===== config.mk =====
export PLATFORM = sky130hd
export DESIGN_NAME = cic_top
export DESIGN_NICKNAME = d
export VERILOG_FILES = /design/src/hw/cic_pkg.sv /design/src/hw/cic_top.sv /design/src/hw/cic_sync2.sv /design/src/hw/cic_timing.sv
export SDC_FILE = /design/constraint.sdc
export NUM_CORES = 1
export LEC_CHECK = 0
export ABC_CLOCK_PERIOD_IN_PS = 8600
export BUFFER_PORTS_ARGS = -buffer_cell sky130_fd_sc_hd__buf_2
export CAP_MARGIN = 20
export CORE_MARGIN = 2
export CORE_UTILIZATION = 45
export DETAILED_ROUTE_END_ITERATION = 7
export PLACE_DENSITY = 0.66
export SLEW_MARGIN = 15
export SYNTH_ARGS = -nofsm -noshare
export SYNTH_HDL_FRONTEND = slang
export SYNTH_HIERARCHICAL = 1
export SYNTH_SLANG_ARGS = --single-unit
export TNS_END_PERCENT = 20

===== constraint.sdc =====
create_clock -name CLOCK_I -period 8.6 [get_ports CLOCK_I]
set_input_delay 1.72 -clock CLOCK_I [delete_from_list [all_inputs] [get_ports CLOCK_I]]
set_output_delay 1.72 -clock CLOCK_I [all_outputs]
set_load 0.005 [all_outputs]

===== src/hw/cic_pkg.sv =====
package cic_pkg;
  // Counter widths: timing settings in clock cycles, pending trigger count
  localparam int unsigned CNT_W = 24;
  localparam int unsigned PEND_W = 3;
  // Control method encodings
  localparam logic [2:0] METH_UNCONTROLLED = 3'h0;
  localparam logic [2:0] METH_RATE         = 3'h1;
  localparam logic [2:0] METH_RATE_EXPO    = 3'h2;
  localparam logic [2:0] METH_INTERNAL     = 3'h3;
  localparam logic [2:0] METH_EXTERNAL     = 3'h4;
  // Trigger sources
  localparam logic [1:0] TSRC_IMMEDIATE = 2'h0;
  localparam logic [1:0] TSRC_COMMAND   = 2'h1;
  localparam logic [1:0] TSRC_EVENT     = 2'h2;
  // Reset values and unit steps
  localparam logic [CNT_W-1:0] CNT_ZERO = 24'h00_0000;
  localparam logic [CNT_W-1:0] CNT_ONE  = 24'h00_0001;
  localparam logic [PEND_W-1:0] PEND_ZERO = 3'h0;
  localparam logic [PEND_W-1:0] PEND_ONE  = 3'h1;
  // Width of the forwarded trigger pulse in external methods
  localparam logic [CNT_W-1:0] FWD_PULSE_CYC = 24'h00_0001;
  // Clock figures
  localparam int unsigned CLK_PERIOD_NS = 100;
  typedef enum logic [1:0] {SEQ_IDLE, SEQ_ACTIVE} cic_seq_t;
endpackage


===== src/hw/cic_top.sv =====
`timescale 1ns/10ps
`default_nettype none
// Summary of operation
// - Readouts of consecutive cycles never overlap.
// - Overlap, short next exposure: exp+rdo-nextexp.
// - Overlap, long next exposure: period equals exposure.
// - Five control methods from one select.
// - Uncontrolled method: no trigger, no flash.
// - Rate method: one trigger pulse per cycle.
// - Rate-exposure: trigger width is the exposure.
// - Internal method: controller drives no trigger/flash.
// - External method: controller drives no trigger/flash.
// - External trigger still launches a packet trigger.
// - Late flash: offset after trigger edge.
// - Early flash: trigger delayed after flash.
// - Cycle ends after the light is off; exposure may end first.
// - Four sub-functions: timing, cycle, trigger, sequence.
// - Timing machine makes trigger and flash pulses.
// - Start only when all conditions hold and timing is not busy.
// - Trigger manager derives effective cycle start.
// - Sequences bounded by start and stop conditions.
// - Exposures of consecutive cycles never overlap.
// - No overlap: period is exposure plus readout.
// - Each start gives trigger, flash, permit once.
// - Late flash follows trigger by offset; widths configured.
module cic_top
  import cic_pkg::*;
#(
  parameter int unsigned W = CNT_W
) (
  // Clock and reset
  input  wire logic             CLOCK_I,
  input  wire logic             NRST_I,
  input  wire logic             CE_I,
  // Configuration
  input  wire logic [2:0]       METHOD_SELECT_I,
  input  wire logic [1:0]       TRIG_SOURCE_I,
  input  wire logic [PEND_W-1:0] MAX_PENDING_I,
  input  wire logic             OVERLAP_I,
  input  wire logic             FLASH_EARLY_I,
  input  wire logic [W-1:0]     EXPOSURE_I,
  input  wire logic [W-1:0]     READOUT_I,
  input  wire logic [W-1:0]     FLASH_OFFSET_I,
  input  wire logic [W-1:0]     FLASH_WIDTH_I,
  input  wire logic [W-1:0]     MIN_PERIOD_I,
  // Sequence and trigger control
  input  wire logic             SEQ_START_I,
  input  wire logic             SEQ_STOP_I,
  input  wire logic             START_CYCLE_I,
  input  wire logic             MEM_FREE_I,
  input  wire logic             EVENT_PIN_I,
  input  wire logic             EXT_TRIG_PIN_I,
  // Outputs to camera and light
  output logic                  CAM_TRIGGER_O,
  output logic                  FLASH_O,
  output logic                  PACKET_TRIGGER_O,
  // Status
  output logic                  SEQ_ACTIVE_O,
  output logic [PEND_W-1:0]     PENDING_COUNT_O,
  output logic                  LOST_TRIGGER_O
);
  logic rst_meta_q;
  logic rst_n_q;
  logic ev_s;
  logic ev_prev_q;
  logic ext_s;
  logic ext_prev_q;
  logic ev_pulse;
  logic ext_pulse;
  logic cyc_trig;
  logic controlled;
  logic busy;
  logic permit;
  logic start;
  logic ready;
  logic imm_wait_q;
  logic [W-1:0] imm_cnt_q;
  logic [W-1:0] exp_t;
  logic [W:0]   exp_sum;
  logic [W-1:0] trig_dly;
  logic [W-1:0] offs_t;
  logic trig_t;
  logic flash_t;
  logic [W-1:0] fwd_cnt_q;
  cic_seq_t seq_q;

  // Reset released through two flops; asserted at once
  always_ff @(posedge CLOCK_I or negedge NRST_I) begin
    if (!NRST_I) begin
      rst_meta_q <= 1'b0;
      rst_n_q    <= 1'b0;
    end else begin
      rst_meta_q <= 1'b1;
      rst_n_q    <= rst_meta_q;
    end
  end

  cic_sync2 u_ev_sync (
    .clk_i   (CLOCK_I),
    .rst_n_i (rst_n_q),
    .en_i    (CE_I),
    .d_i     (EVENT_PIN_I),
    .q_o     (ev_s)
  );

  cic_sync2 u_ext_sync (
    .clk_i   (CLOCK_I),
    .rst_n_i (rst_n_q),
    .en_i    (CE_I),
    .d_i     (EXT_TRIG_PIN_I),
    .q_o     (ext_s)
  );

  always_ff @(posedge CLOCK_I or negedge rst_n_q) begin
    if (!rst_n_q) begin
      ev_prev_q  <= 1'b0;
      ext_prev_q <= 1'b0;
    end else if (CE_I) begin
      ev_prev_q  <= ev_s;
      ext_prev_q <= ext_s;
    end
  end
  assign ev_pulse  = ev_s && !ev_prev_q;
  assign ext_pulse = ext_s && !ext_prev_q;

  assign controlled = (METHOD_SELECT_I == METH_RATE) ||
                      (METHOD_SELECT_I == METH_RATE_EXPO);

  // Sequence manager; stop wins over start
  always_ff @(posedge CLOCK_I or negedge rst_n_q) begin
    if (!rst_n_q) begin
      seq_q <= SEQ_IDLE;
    end else if (CE_I) begin
      case (seq_q)
        SEQ_IDLE: begin
          if (SEQ_START_I && !SEQ_STOP_I && controlled) begin
            seq_q <= SEQ_ACTIVE;
          end
        end
        SEQ_ACTIVE: begin
          if (SEQ_STOP_I || !controlled) begin
            seq_q <= SEQ_IDLE;
          end
        end
        default: seq_q <= SEQ_IDLE;
      endcase
    end
  end

  // Cycle trigger source
  always_comb begin
    if (TRIG_SOURCE_I == TSRC_COMMAND) begin
      cyc_trig = START_CYCLE_I;
    end else if (TRIG_SOURCE_I == TSRC_EVENT) begin
      cyc_trig = ev_pulse;
    end else begin
      cyc_trig = 1'b0;
    end
  end

  assign ready = (seq_q == SEQ_ACTIVE) && !busy && MEM_FREE_I;

  // Immediate source self-triggers when ready, at least a minimum period apart
  always_ff @(posedge CLOCK_I or negedge rst_n_q) begin
    if (!rst_n_q) begin
      imm_cnt_q  <= CNT_ZERO;
      imm_wait_q <= 1'b0;
    end else if (CE_I) begin
      if (seq_q != SEQ_ACTIVE) begin
        imm_cnt_q  <= CNT_ZERO;
        imm_wait_q <= 1'b0;
      end else if (start) begin
        imm_cnt_q  <= CNT_ONE;
        imm_wait_q <= 1'b1;
      end else if (imm_wait_q && imm_cnt_q < MIN_PERIOD_I) begin
        imm_cnt_q <= imm_cnt_q + CNT_ONE;
      end else begin
        imm_wait_q <= 1'b0;
      end
    end
  end

  // Cycle manager start decision
  always_comb begin
    if (!ready) begin
      start = 1'b0;
    end else if (TRIG_SOURCE_I == TSRC_IMMEDIATE) begin
      start = !imm_wait_q || imm_cnt_q >= MIN_PERIOD_I;
    end else if (MAX_PENDING_I == PEND_ZERO) begin
      start = cyc_trig;
    end else begin
      start = cyc_trig || (PENDING_COUNT_O != PEND_ZERO);
    end
  end

  // Pending and lost trigger bookkeeping
  always_ff @(posedge CLOCK_I or negedge rst_n_q) begin
    if (!rst_n_q) begin
      PENDING_COUNT_O <= PEND_ZERO;
      LOST_TRIGGER_O  <= 1'b0;
    end else if (CE_I) begin
      LOST_TRIGGER_O <= 1'b0;
      if (seq_q != SEQ_ACTIVE) begin
        PENDING_COUNT_O <= PEND_ZERO;
        LOST_TRIGGER_O  <= cyc_trig && controlled &&
                           TRIG_SOURCE_I != TSRC_IMMEDIATE;
      end else if (TRIG_SOURCE_I != TSRC_IMMEDIATE) begin
        if (cyc_trig && !start) begin
          if (PENDING_COUNT_O < MAX_PENDING_I) begin
            PENDING_COUNT_O <= PENDING_COUNT_O + PEND_ONE;
          end else begin
            LOST_TRIGGER_O <= 1'b1;
          end
        end else if (start && !cyc_trig) begin
          PENDING_COUNT_O <= PENDING_COUNT_O - PEND_ONE;
        end
      end
    end
  end

  // Spacing always counts the camera exposure; rate method only narrows
  // the trigger. Early flash: trigger delayed by offset, flash at start
  always_comb begin
    exp_sum  = {1'b0, EXPOSURE_I} + {1'b0, FLASH_OFFSET_I};
    exp_t    = !FLASH_EARLY_I ? EXPOSURE_I :
               exp_sum[W] ? {W{1'b1}} : exp_sum[W-1:0];
    offs_t   = FLASH_EARLY_I ? CNT_ZERO : FLASH_OFFSET_I;
    trig_dly = FLASH_EARLY_I ? FLASH_OFFSET_I : CNT_ZERO;
  end

  cic_timing #(
    .W (W)
  ) u_timing (
    .clk_i        (CLOCK_I),
    .rst_n_i      (rst_n_q),
    .en_i         (CE_I),
    .start_i      (start),
    .expo_i       (exp_t),
    .rdo_i        (READOUT_I),
    .expo_next_i  (EXPOSURE_I),
    .offs_i       (offs_t),
    .width_i      (FLASH_WIDTH_I),
    .min_period_i (MIN_PERIOD_I),
    .overlap_i    (OVERLAP_I),
    .trig_o       (trig_t),
    .flash_o      (flash_t),
    .permit_o     (permit),
    .busy_o       (busy)
  );

  // Early flash shifts the trigger edge behind the flash edge
  logic [W-1:0] early_cnt_q;
  always_ff @(posedge CLOCK_I or negedge rst_n_q) begin
    if (!rst_n_q) begin
      early_cnt_q <= CNT_ZERO;
    end else if (CE_I) begin
      if (start) begin
        early_cnt_q <= CNT_ZERO;
      end else if (busy && early_cnt_q != {W{1'b1}}) begin
        early_cnt_q <= early_cnt_q + CNT_ONE;
      end
    end
  end

  // Output stage: only controlled methods drive trigger and flash
  always_ff @(posedge CLOCK_I or negedge rst_n_q) begin
    if (!rst_n_q) begin
      CAM_TRIGGER_O <= 1'b0;
      FLASH_O       <= 1'b0;
      SEQ_ACTIVE_O  <= 1'b0;
    end else if (CE_I) begin
      SEQ_ACTIVE_O <= seq_q == SEQ_ACTIVE;
      if (!controlled) begin
        CAM_TRIGGER_O <= 1'b0;
        FLASH_O       <= 1'b0;
      end else if (METHOD_SELECT_I == METH_RATE) begin
        CAM_TRIGGER_O <= trig_t && (early_cnt_q == trig_dly);
        FLASH_O       <= flash_t;
      end else begin
        CAM_TRIGGER_O <= trig_t && (early_cnt_q >= trig_dly);
        FLASH_O       <= flash_t;
      end
    end
  end

  // Forwarded trigger for packet launch in external methods
  always_ff @(posedge CLOCK_I or negedge rst_n_q) begin
    if (!rst_n_q) begin
      PACKET_TRIGGER_O <= 1'b0;
      fwd_cnt_q        <= CNT_ZERO;
    end else if (CE_I) begin
      if ((METHOD_SELECT_I == METH_INTERNAL && ev_pulse) ||
          (METHOD_SELECT_I == METH_EXTERNAL && ext_pulse)) begin
        PACKET_TRIGGER_O <= 1'b1;
        fwd_cnt_q        <= FWD_PULSE_CYC;
      end else if (fwd_cnt_q > CNT_ONE) begin
        fwd_cnt_q <= fwd_cnt_q - CNT_ONE;
      end else begin
        fwd_cnt_q        <= CNT_ZERO;
        PACKET_TRIGGER_O <= 1'b0;
      end
    end
  end

  property p_no_out_uncontrolled;
    @(posedge CLOCK_I) disable iff (!rst_n_q)
    CE_I && !controlled |=> !CAM_TRIGGER_O && !FLASH_O;
  endproperty
  a_no_out_uncontrolled: assert property (p_no_out_uncontrolled)
    else $error("trigger or flash in uncontrolled method");

  property p_start_needs_seq;
    @(posedge CLOCK_I) disable iff (!rst_n_q)
    start |-> seq_q == SEQ_ACTIVE && !busy && MEM_FREE_I;
  endproperty
  a_start_needs_seq: assert property (p_start_needs_seq)
    else $error("cycle started without conditions");

  property p_start_busy;
    @(posedge CLOCK_I) disable iff (!rst_n_q)
    start && CE_I |=> busy;
  endproperty
  a_start_busy: assert property (p_start_busy)
    else $error("start did not begin a cycle");

  property p_idle_after_reset;
    @(posedge CLOCK_I) disable iff (!rst_n_q)
    seq_q == SEQ_IDLE && !busy |-> !start;
  endproperty
  a_idle_after_reset: assert property (p_idle_after_reset)
    else $error("start while idle");

  property p_packet_fwd;
    @(posedge CLOCK_I) disable iff (!rst_n_q)
    CE_I && METHOD_SELECT_I == METH_EXTERNAL && ext_pulse |=> PACKET_TRIGGER_O;
  endproperty
  a_packet_fwd: assert property (p_packet_fwd)
    else $error("external trigger not forwarded");

  property p_seq_stop;
    @(posedge CLOCK_I) disable iff (!rst_n_q)
    CE_I && SEQ_STOP_I |=> seq_q == SEQ_IDLE;
  endproperty
  a_seq_stop: assert property (p_seq_stop)
    else $error("sequence did not stop");

  property p_permit_ends;
    @(posedge CLOCK_I) disable iff (!rst_n_q)
    permit |-> !busy;
  endproperty
  a_permit_ends: assert property (p_permit_ends)
    else $error("permit while busy");

  property p_trig_first;
    @(posedge CLOCK_I) disable iff (!rst_n_q)
    CE_I && start && controlled && !FLASH_EARLY_I &&
    FLASH_OFFSET_I != CNT_ZERO |=> ##1 !FLASH_O;
  endproperty
  a_trig_first: assert property (p_trig_first)
    else $error("flash before offset");
endmodule
`default_nettype wire


===== src/hw/cic_sync2.sv =====
`timescale 1ns/10ps
`default_nettype none
module cic_sync2 (
  input  wire logic clk_i,
  input  wire logic rst_n_i,
  input  wire logic en_i,
  input  wire logic d_i,
  output logic      q_o
);
  logic meta_q;
  always_ff @(posedge clk_i or negedge rst_n_i) begin
    if (!rst_n_i) begin
      meta_q <= 1'b0;
      q_o    <= 1'b0;
    end else if (en_i) begin
      meta_q <= d_i;
      q_o    <= meta_q;
    end
  end
endmodule
`default_nettype wire


===== src/hw/cic_timing.sv =====
`timescale 1ns/10ps
`default_nettype none
// Cycle timing machine: one trigger, one flash, one permit per start
module cic_timing
  import cic_pkg::*;
#(
  parameter int unsigned W = CNT_W
) (
  input  wire logic         clk_i,
  input  wire logic         rst_n_i,
  input  wire logic         en_i,
  input  wire logic         start_i,
  input  wire logic [W-1:0] expo_i,
  input  wire logic [W-1:0] rdo_i,
  input  wire logic [W-1:0] expo_next_i,
  input  wire logic [W-1:0] offs_i,
  input  wire logic [W-1:0] width_i,
  input  wire logic [W-1:0] min_period_i,
  input  wire logic         overlap_i,
  output logic              trig_o,
  output logic              flash_o,
  output logic              permit_o,
  output logic              busy_o
);
  logic [W-1:0] t_q;
  logic [W:0]   gap_d;
  logic [W:0]   sum_er;
  logic [W-1:0] gap_q;

  // Required spacing from cycle start to next start
  always_comb begin
    sum_er = {1'b0, expo_i} + {1'b0, rdo_i};
    if (!overlap_i) begin
      gap_d = sum_er;
    end else if (expo_next_i < rdo_i) begin
      gap_d = sum_er - {1'b0, expo_next_i};
    end else begin
      gap_d = {1'b0, expo_i};
    end
    if (gap_d < {1'b0, min_period_i}) begin
      gap_d = {1'b0, min_period_i};
    end
    if (gap_d == {(W+1){1'b0}}) begin
      gap_d = {{W{1'b0}}, 1'b1};
    end
  end

  always_ff @(posedge clk_i or negedge rst_n_i) begin
    if (!rst_n_i) begin
      busy_o   <= 1'b0;
      t_q      <= CNT_ZERO;
      gap_q    <= CNT_ZERO;
      trig_o   <= 1'b0;
      flash_o  <= 1'b0;
      permit_o <= 1'b0;
    end else if (en_i) begin
      permit_o <= 1'b0;
      if (start_i && !busy_o) begin
        busy_o  <= 1'b1;
        t_q     <= CNT_ONE;
        gap_q   <= gap_d[W] ? {W{1'b1}} : gap_d[W-1:0];
        trig_o  <= expo_i != CNT_ZERO;
        flash_o <= (offs_i == CNT_ZERO) && (width_i != CNT_ZERO);
      end else if (busy_o) begin
        t_q     <= t_q + CNT_ONE;
        trig_o  <= t_q < expo_i;
        flash_o <= (t_q >= offs_i) && ((t_q - offs_i) < width_i);
        // Offset guard: a late flash must still finish inside its cycle
        if (t_q >= gap_q && t_q >= expo_i && t_q >= offs_i &&
            (t_q - offs_i) >= width_i) begin
          busy_o   <= 1'b0;
          permit_o <= 1'b1;
          trig_o   <= 1'b0;
          flash_o  <= 1'b0;
        end
      end
    end
  end
endmodule
`default_nettype wire


==> key figures, run 1 <==
Yosys
  – Synthesized area per cell: about 7.7 um2
  – Post-synth net total: 2689
  – Synth Cell Area: 17500 um2
  – Mapped Cells: roughly 2300
  – Warnings, synthesis: 6

Drt
  – TritonRoute pass-1 iters: 5
  – Via count: 18797
  – DRT antenna net count: 0
  – Number of DRC markers in iteration 0: about 1300
  – WL final: between 60000 and 70000 um
  – WL/cell: around 20 um
  – Drt via density: 5.74
  – Number of remaining DRC errors: 0

Flow run
  – Maxcap violations: 0

Placed design
  – Routability congestion estimate: 1.03
  – PortBufs: 146
  – Place WS: -0.908 ns
  – Post-detail-place hpwl: about 52000 um

Worst setup path
  – Slowest-stage cell, CP: fa_2
  – Reg2reg path depth: 27
  – R2R Path End: u_timing/flash_o
  – CP Capture Type: register
  – CP Class: input port to register
  – CP peak stage delay: ~0.4 ns
  – Worst r2r src: u_timing/t_q[0]
  – Critical path fanouts, max: 6
  – Setup slack, reg-to-reg: 2.71 ns
  – Top cell by count, worst path: buf_4
  – Worst Setup Start Kind: input port
  – WP data required: between 8 and 9 ns
  – Critical path data arrival time: ~9.4 ns

Die
  – Die area: around 40000 um2
  – Core Box Area: about 38000 um2
  – Die width: 201 um
  – Die H: a little over 200 um
  – Initial Util: approximately 45%
  – Io pins: 147
  – Rows: 72

Global route
  – Gr usage total: between 30% and 40%
  – GR peak layer: met2
  – GR Util met2: a little over half
  – Vias in the first global route: around 18000
  – Met1 global-route usage: between 40% and 50%
  – Initial antenna violation count: 2
  – Pin count of the biggest net entering global routing: 73
  – GR Layer Usage met3: 5.41%
  – First-pass GRT wire length: ~100000 um
  – Grt total ovfl: 0

STA
  – Min Hold Slack: 0.242 ns
  – Clk_skew: ~0.012 ns
  – Fmax achieved: 111 MHz
  – RSZ-0062 raised after global routing: true
  – Slew at the pin closest to its max-slew limit: 1.09 ns
  – Slew headroom: 27.1%
  – Fin. max-slew vios: 0
  – Setup violators final: 24
  – PnR worst setup slack: -0.423 ns
  – Final hold viol count: 0
  – Final period utilization: 105%
  – Setup TNS Final: -6.16 ns
  – Final Critical Period: around 9.0 ns

Clocking
  – CTS tree: done
  – CTS H-tree lvls: 4
  – CTS root buf: clkbuf_16
  – # hold bufs at CTS: 0
  – Worst-path clk slew: roughly 0.07 ns
  – Clock Path Buffers: 2
  – Clk_lat worst skew: 0.46 ns
  – CTS Sinks: approximately 140
  – CTS buffer count: 17

Power
  – Switching power: just over 0.002 W
  – Worst IR Drop VDD: around 160 uV
  – Power Internal: between 0.002 and 0.003 W
  – Switch share: between 40% and 50%
  – Sequential Power Share: 20.1%
  – Comb power frac: approximately 63%
  – Clock Power Share: 17.3%
  – Power Total: between 0.004 and 0.005 W
  – Leakage: around 12 nW
  – PwrDens: ~210 nW/um2

Layout
  – Area Overhead vs Synth: 29.0%
  – Layout cells sized above 1: 23.9%
  – Post-route core utilization: between 50% and 60%
  – NumNets Final: between 3000 and 4000

Run status
  – Failing checks: setup timing
  – Status: complete, but fails checks

Min path
  – Min-delay worst type: register to asynchronous set/reset pin
cell type report:
type,instances,area (um2)
multi-input combinational,1850,13400
sequential,141,3530
timing repair buffer,499,3480
inverter,233,875
tap,518,648
fill,3551,15900
clock inverter,15,208
clock buffer,17,425
antenna,2,5.00
power groups by stage:
stage                     Sequential [W]  Clock (W)  Combinational [W]
after floorplan                 0.000913          0            0.00161
after global placement          0.000950          0            0.00255
after detailed placement        0.000956          0            0.00260
after CTS                       0.000945   0.000822            0.00280
after global routing            0.000967   0.000851            0.00323
final                           0.000948   0.000817            0.00295
flip-flops by register name, summed over array words and instances, names as in the netlist, 3 cells and up:
name,cells
imm_cnt_q,24
fwd_cnt_q,24
u_timing/gap_q,24
u_timing/t_q,24
PENDING_COUNT_O,3
early_cnt_q,24
cell usage in the layout (no fill, tap or decap), drive strengths merged, types with 6 or more instances in the layout:
cell,count
nand3,59
and2,19
ha,270
nor4,44
nand4,56
o211ai,19
a31oi,30
nand2b,30
buf,498
mux2,10
or4,8
or2,13
inv,237
o21a,26
a31o,6
nand2,193
a21boi,8
and4,12
a21o,70
clkbuf,18
o2111ai,6
o21ai,123
xor2,61
nor2b,46
and3,30
nor3b,7
a211oi,17
dfrtp,141
xnor2,76
o21bai,9
nor2,242
or3,19
mux2i,6
nand3b,7
a21oi,186
o31ai,12
nor3,45
worst max-delay path by stage:
stage / slack (ns) / end / cells after the start / from
5_1_grt: -0.70 / u_timing/gap_q[0] / 42 / FLASH_OFFSET_I[0]
4_1_cts: -0.1 / u_timing/gap_q[0] / 40 / FLASH_OFFSET_I[12]
6_report: -0.42 / u_timing/gap_q[0] / 42 / FLASH_OFFSET_I[0]
3_3_place_gp: -0.70 / u_timing/gap_q[0] / 36 / FLASH_OFFSET_I[2]
2_1_floorplan: 0.03 / u_timing/gap_q[0] / 39 / EXPOSURE_I[0]
3_5_place_dp: -0.91 / u_timing/gap_q[0] / 39 / FLASH_OFFSET_I[0]
through the flow:
stage	instances	cell area (um2)
floorplan	2276	17700
finish	3275	22500
global placement	3198	21100
global route	3273	22500
detailed placement	3198	21100
CTS	3261	22300
repair_timing:
action,in CTS,in global routing
hold endpoints to repair,0,0
gates resized for setup,45,45
pin swaps,34,56
cloned,1,2
setup buffers,30,9
setup endpoints to repair,24,24
per-layer routing:
metal | wire (um) | vias up
met4 | 2090 | 2
li1 | - | 9075
met2 | 29900 | 625
met1 | 28300 | 8970
met5 | 13 | -
met3 | 4090 | 125
critical path, delay by kind of cell:
family / cells / cell delay (ns)
AOI/OAI and AO/OA: 20 / 3.69
xor gates and xnor gates: 1 / 0.24
adders and majority gates: 6 / 1.59
buffers and inverters: 8 / 0.92
and+or+nand+nor: 7 / 1.24
No activity file was read; power rests on OpenSTA's default activity.
==> run 2, diff against run 1 <==
Settings changed: CORE_UTILIZATION 45 to 40, PLACE_DENSITY 0.66 to 0.6.
==> run 2 against run 1 <==
- the run still ends with setup timing left
- setup slack better by 0.081 ns
- sequential power is 0.5% higher
- critical path depth stayed put
- sequential share of layout area is 0.22 points lower
- worst hold slack better by 0.066 ns
- highest routed layer is now met4
- cell area is 1.4% higher
- power is 2.2% higher
==> key figures, run 2 (same netlist as run 1, synthesis figures left out) <==
Layout
  – Most common cell after layout, fill and taps aside: buf_4
  – Most frequent cells in the layout: 355 x buf_4, 261 x ha_1, 239 x nor2_1, 229 x inv_1, 184 x nand2_1
  – Layout cells sized above 1: 24.9% (+0.98 points)
  – Area Overhead vs Synth: 30.9%
  – Final Non-Filler Cells: 3360 (+2.6%)
  – NumNets Final: 3171 (+0.51%)

Clocking
  – CTS buffer count: 17 (unchanged)
  – Worst-path clk slew: 0.07 ns (about the same)
  – Clk_lat worst skew: 0.44 ns (-0.02 ns)
  – CTS root buf: clkbuf_16
  – CTS Sinks: 141 (unchanged)
  – CTS tree: done
  – Clock Path Buffers: 2 (unchanged)
  – CTS H-tree lvls: 4 (unchanged)

Worst setup path
  – Stages on the worst setup path: 42 (unchanged)
  – Crit path max-delay family: compound AO/OA/AOI/OAI gates
  – Critical path fanouts, max: 7 (+1)
  – R2R Path End: u_timing/flash_o
  – Worst Path Buf+Inv: 7 (-1)
  – Worst r2r src: u_timing/t_q[0]
  – WP data required: 8.96 ns (about the same)
  – Slowest-stage cell, CP: fa_2
  – Reg2reg path depth: 27 (unchanged)
  – CP Class: input port to register
  – Worst Setup Start Kind: input port
  – Critical path endpoint: u_timing/gap_q[0]
  – CP peak stage delay: 0.35 ns (-0.04 ns)
  – Critical Path Start: FLASH_OFFSET_I[0]
  – CP Capture Type: register
  – Setup slack, reg-to-reg: 2.49 ns (-0.22 ns)
  – Critical path data arrival time: 9.30 ns (-0.10 ns)

STA
  – Fmax achieved: 112 MHz (+0.90%)
  – Clk_skew: 0.0166 ns (+0.00493 ns)
  – Fin. max-slew vios: 0 (unchanged)
  – Slew headroom: 30.3% (+3.2 points)
  – Final period utilization: 104% (-0.94 points)
  – Slew at the pin closest to its max-slew limit: 1.04 ns (-0.0468 ns)
  – Final Critical Period: 8.94 ns (-0.0807 ns)
  – Final hold viol count: 0 (unchanged)
  – Setup violators final: 24 (unchanged)
  – PnR worst setup slack: -0.342 ns (+0.0807 ns)
  – RSZ-0062 raised after global routing: true

Drt
  – Met2 wire len: 29400 um (-1.9%)
  – Number of remaining DRC errors: 0 (unchanged)
  – Drt via density: 5.59 (-2.6%)
  – Via count: 18777 (-0.11%)
  – Uppermost routed layer: met4
  – M1 wire length: 30100 um (+6.4%)
  – WL final: 66400 um (+3.1%)
  – TritonRoute pass-1 iters: 6 (+1)
  – WL/cell: 19.8 um (+0.46%)
  – Wire length on met3: 4690 um (+15%)
  – DRT antenna net count: 0 (unchanged)
  – Number of DRC markers in iteration 0: 1206 (-9.7%)

Die
  – Core Box Area: 43100 um2 (+12%)
  – Die area: 45400 um2 (+12%)
  – Die width: 213 um (+5.9%)
  – Initial Util: 40.6% (-4.9 points)
  – Io pins: 147 (unchanged)
  – Die H: 213 um (+5.9%)
  – Rows: 76 (+5.6%)

Min path
  – Min-delay worst type: register to asynchronous set/reset pin

Run status
  – Status: complete, but fails checks
  – Failing checks: setup timing

Placed design
  – Place WS: -1.22 ns (-0.312 ns)
  – Routability congestion estimate: 0.992 (-3.3%)
  – PortBufs: 146 (unchanged)
  – Post-detail-place hpwl: 54100 um (+3.6%)
  – Cells after DPL: 3277 (+2.5%)

Flow run
  – Maxcap violations: 0 (unchanged)

Global route
  – Vias in the first global route: 18126 (-1.9%)
  – Initial antenna violation count: 4 (+2)
  – Grt total ovfl: 0 (unchanged)
  – First-pass GRT wire length: 101000 um (-0.18%)
  – Pin count of the biggest net entering global routing: 59 (-19%)
  – Gr usage total: 29.0% (-2.5 points)

Power
  – Leakage: 11.7 nW (+1.2%)
  – PwrDens: 211 nW/um2 (+0.77%)
  – Power Total: 0.00482 W (+2.2%)
  – Worst IR Drop VDD: 174 uV (+10%)
[run 2: worst min path at each step]
stage / startpoint / endpoint / slack (ns) / depth (start not counted)
after floorplan: rst_meta_q / rst_n_q / 0.33 / 0
after global placement: rst_n_q / imm_cnt_q[7] / 0.33 / 0
after detailed placement: rst_meta_q / rst_n_q / 0.33 / 0
after CTS: rst_n_q / seq_q[0] / 0.34 / 0
after global routing: rst_n_q / seq_q[0] / 0.36 / 0
final: rst_n_q / seq_q[0] / 0.31 / 0
[run 2: repair_timing]
| action | CTS | global route |
|---|---|---|
| buffers inserted | 33 | 9 |
| gates cloned | 4 | 0 |
| pin swaps | 77 | 33 |
| hold buffers | 0 | 0 |
| gates resized for setup | 90 | 40 |
| endpoints found under the setup margin | 24 | 24 |
[run 2: where the power goes]
part	leakage [nW]	total, W	switching (W)	internal (W)
Clock	0.309	0.000807	0.000331	0.000476
Sequential	1.86	0.000953	0.000152	0.000801
Combinational	9.55	0.00306	0.00158	0.00148
Total	11.7	0.00482	0.00206	0.00276
[run 2: per-stage QoR]
| stage | setup TNS, ns | util, % | area (um2) | hold slack (ns) |
|---|---|---|---|---|
| after global placement | -18.81 | 49.5 | 21300 | 0.334 |
| after floorplan | 0 | - | 17700 | 0.331 |
| after CTS | -2.99 | 52.6 | 22700 | 0.342 |
| final | -5.17 | 53.1 | 22900 | 0.308 |
| after global routing | -10.42 | 53.1 | 22900 | 0.358 |
| after detailed placement | -25.40 | 49.5 | 21300 | 0.335 |
[run 2: final cells by class]
class	count	area [um2]
inverter	233	875
timing repair buffer	516	3690
tap	585	732
antenna	4	10.0
clock inverter	14	193
multi-input combinational	1849	13400
fill	4092	20200
clock buffer	18	439
sequential	141	3530
[run 2: layer usage]
| layer | vias to the layer above | track usage, % |
|---|---|---|
| li1 | 9093 | - |
| met1 | 8951 | 39.2 |
| met2 | 621 | 45.8 |
| met3 | 112 | 5.93 |
| met4 | 0 | 10.2 |
| met5 | - | 0 |
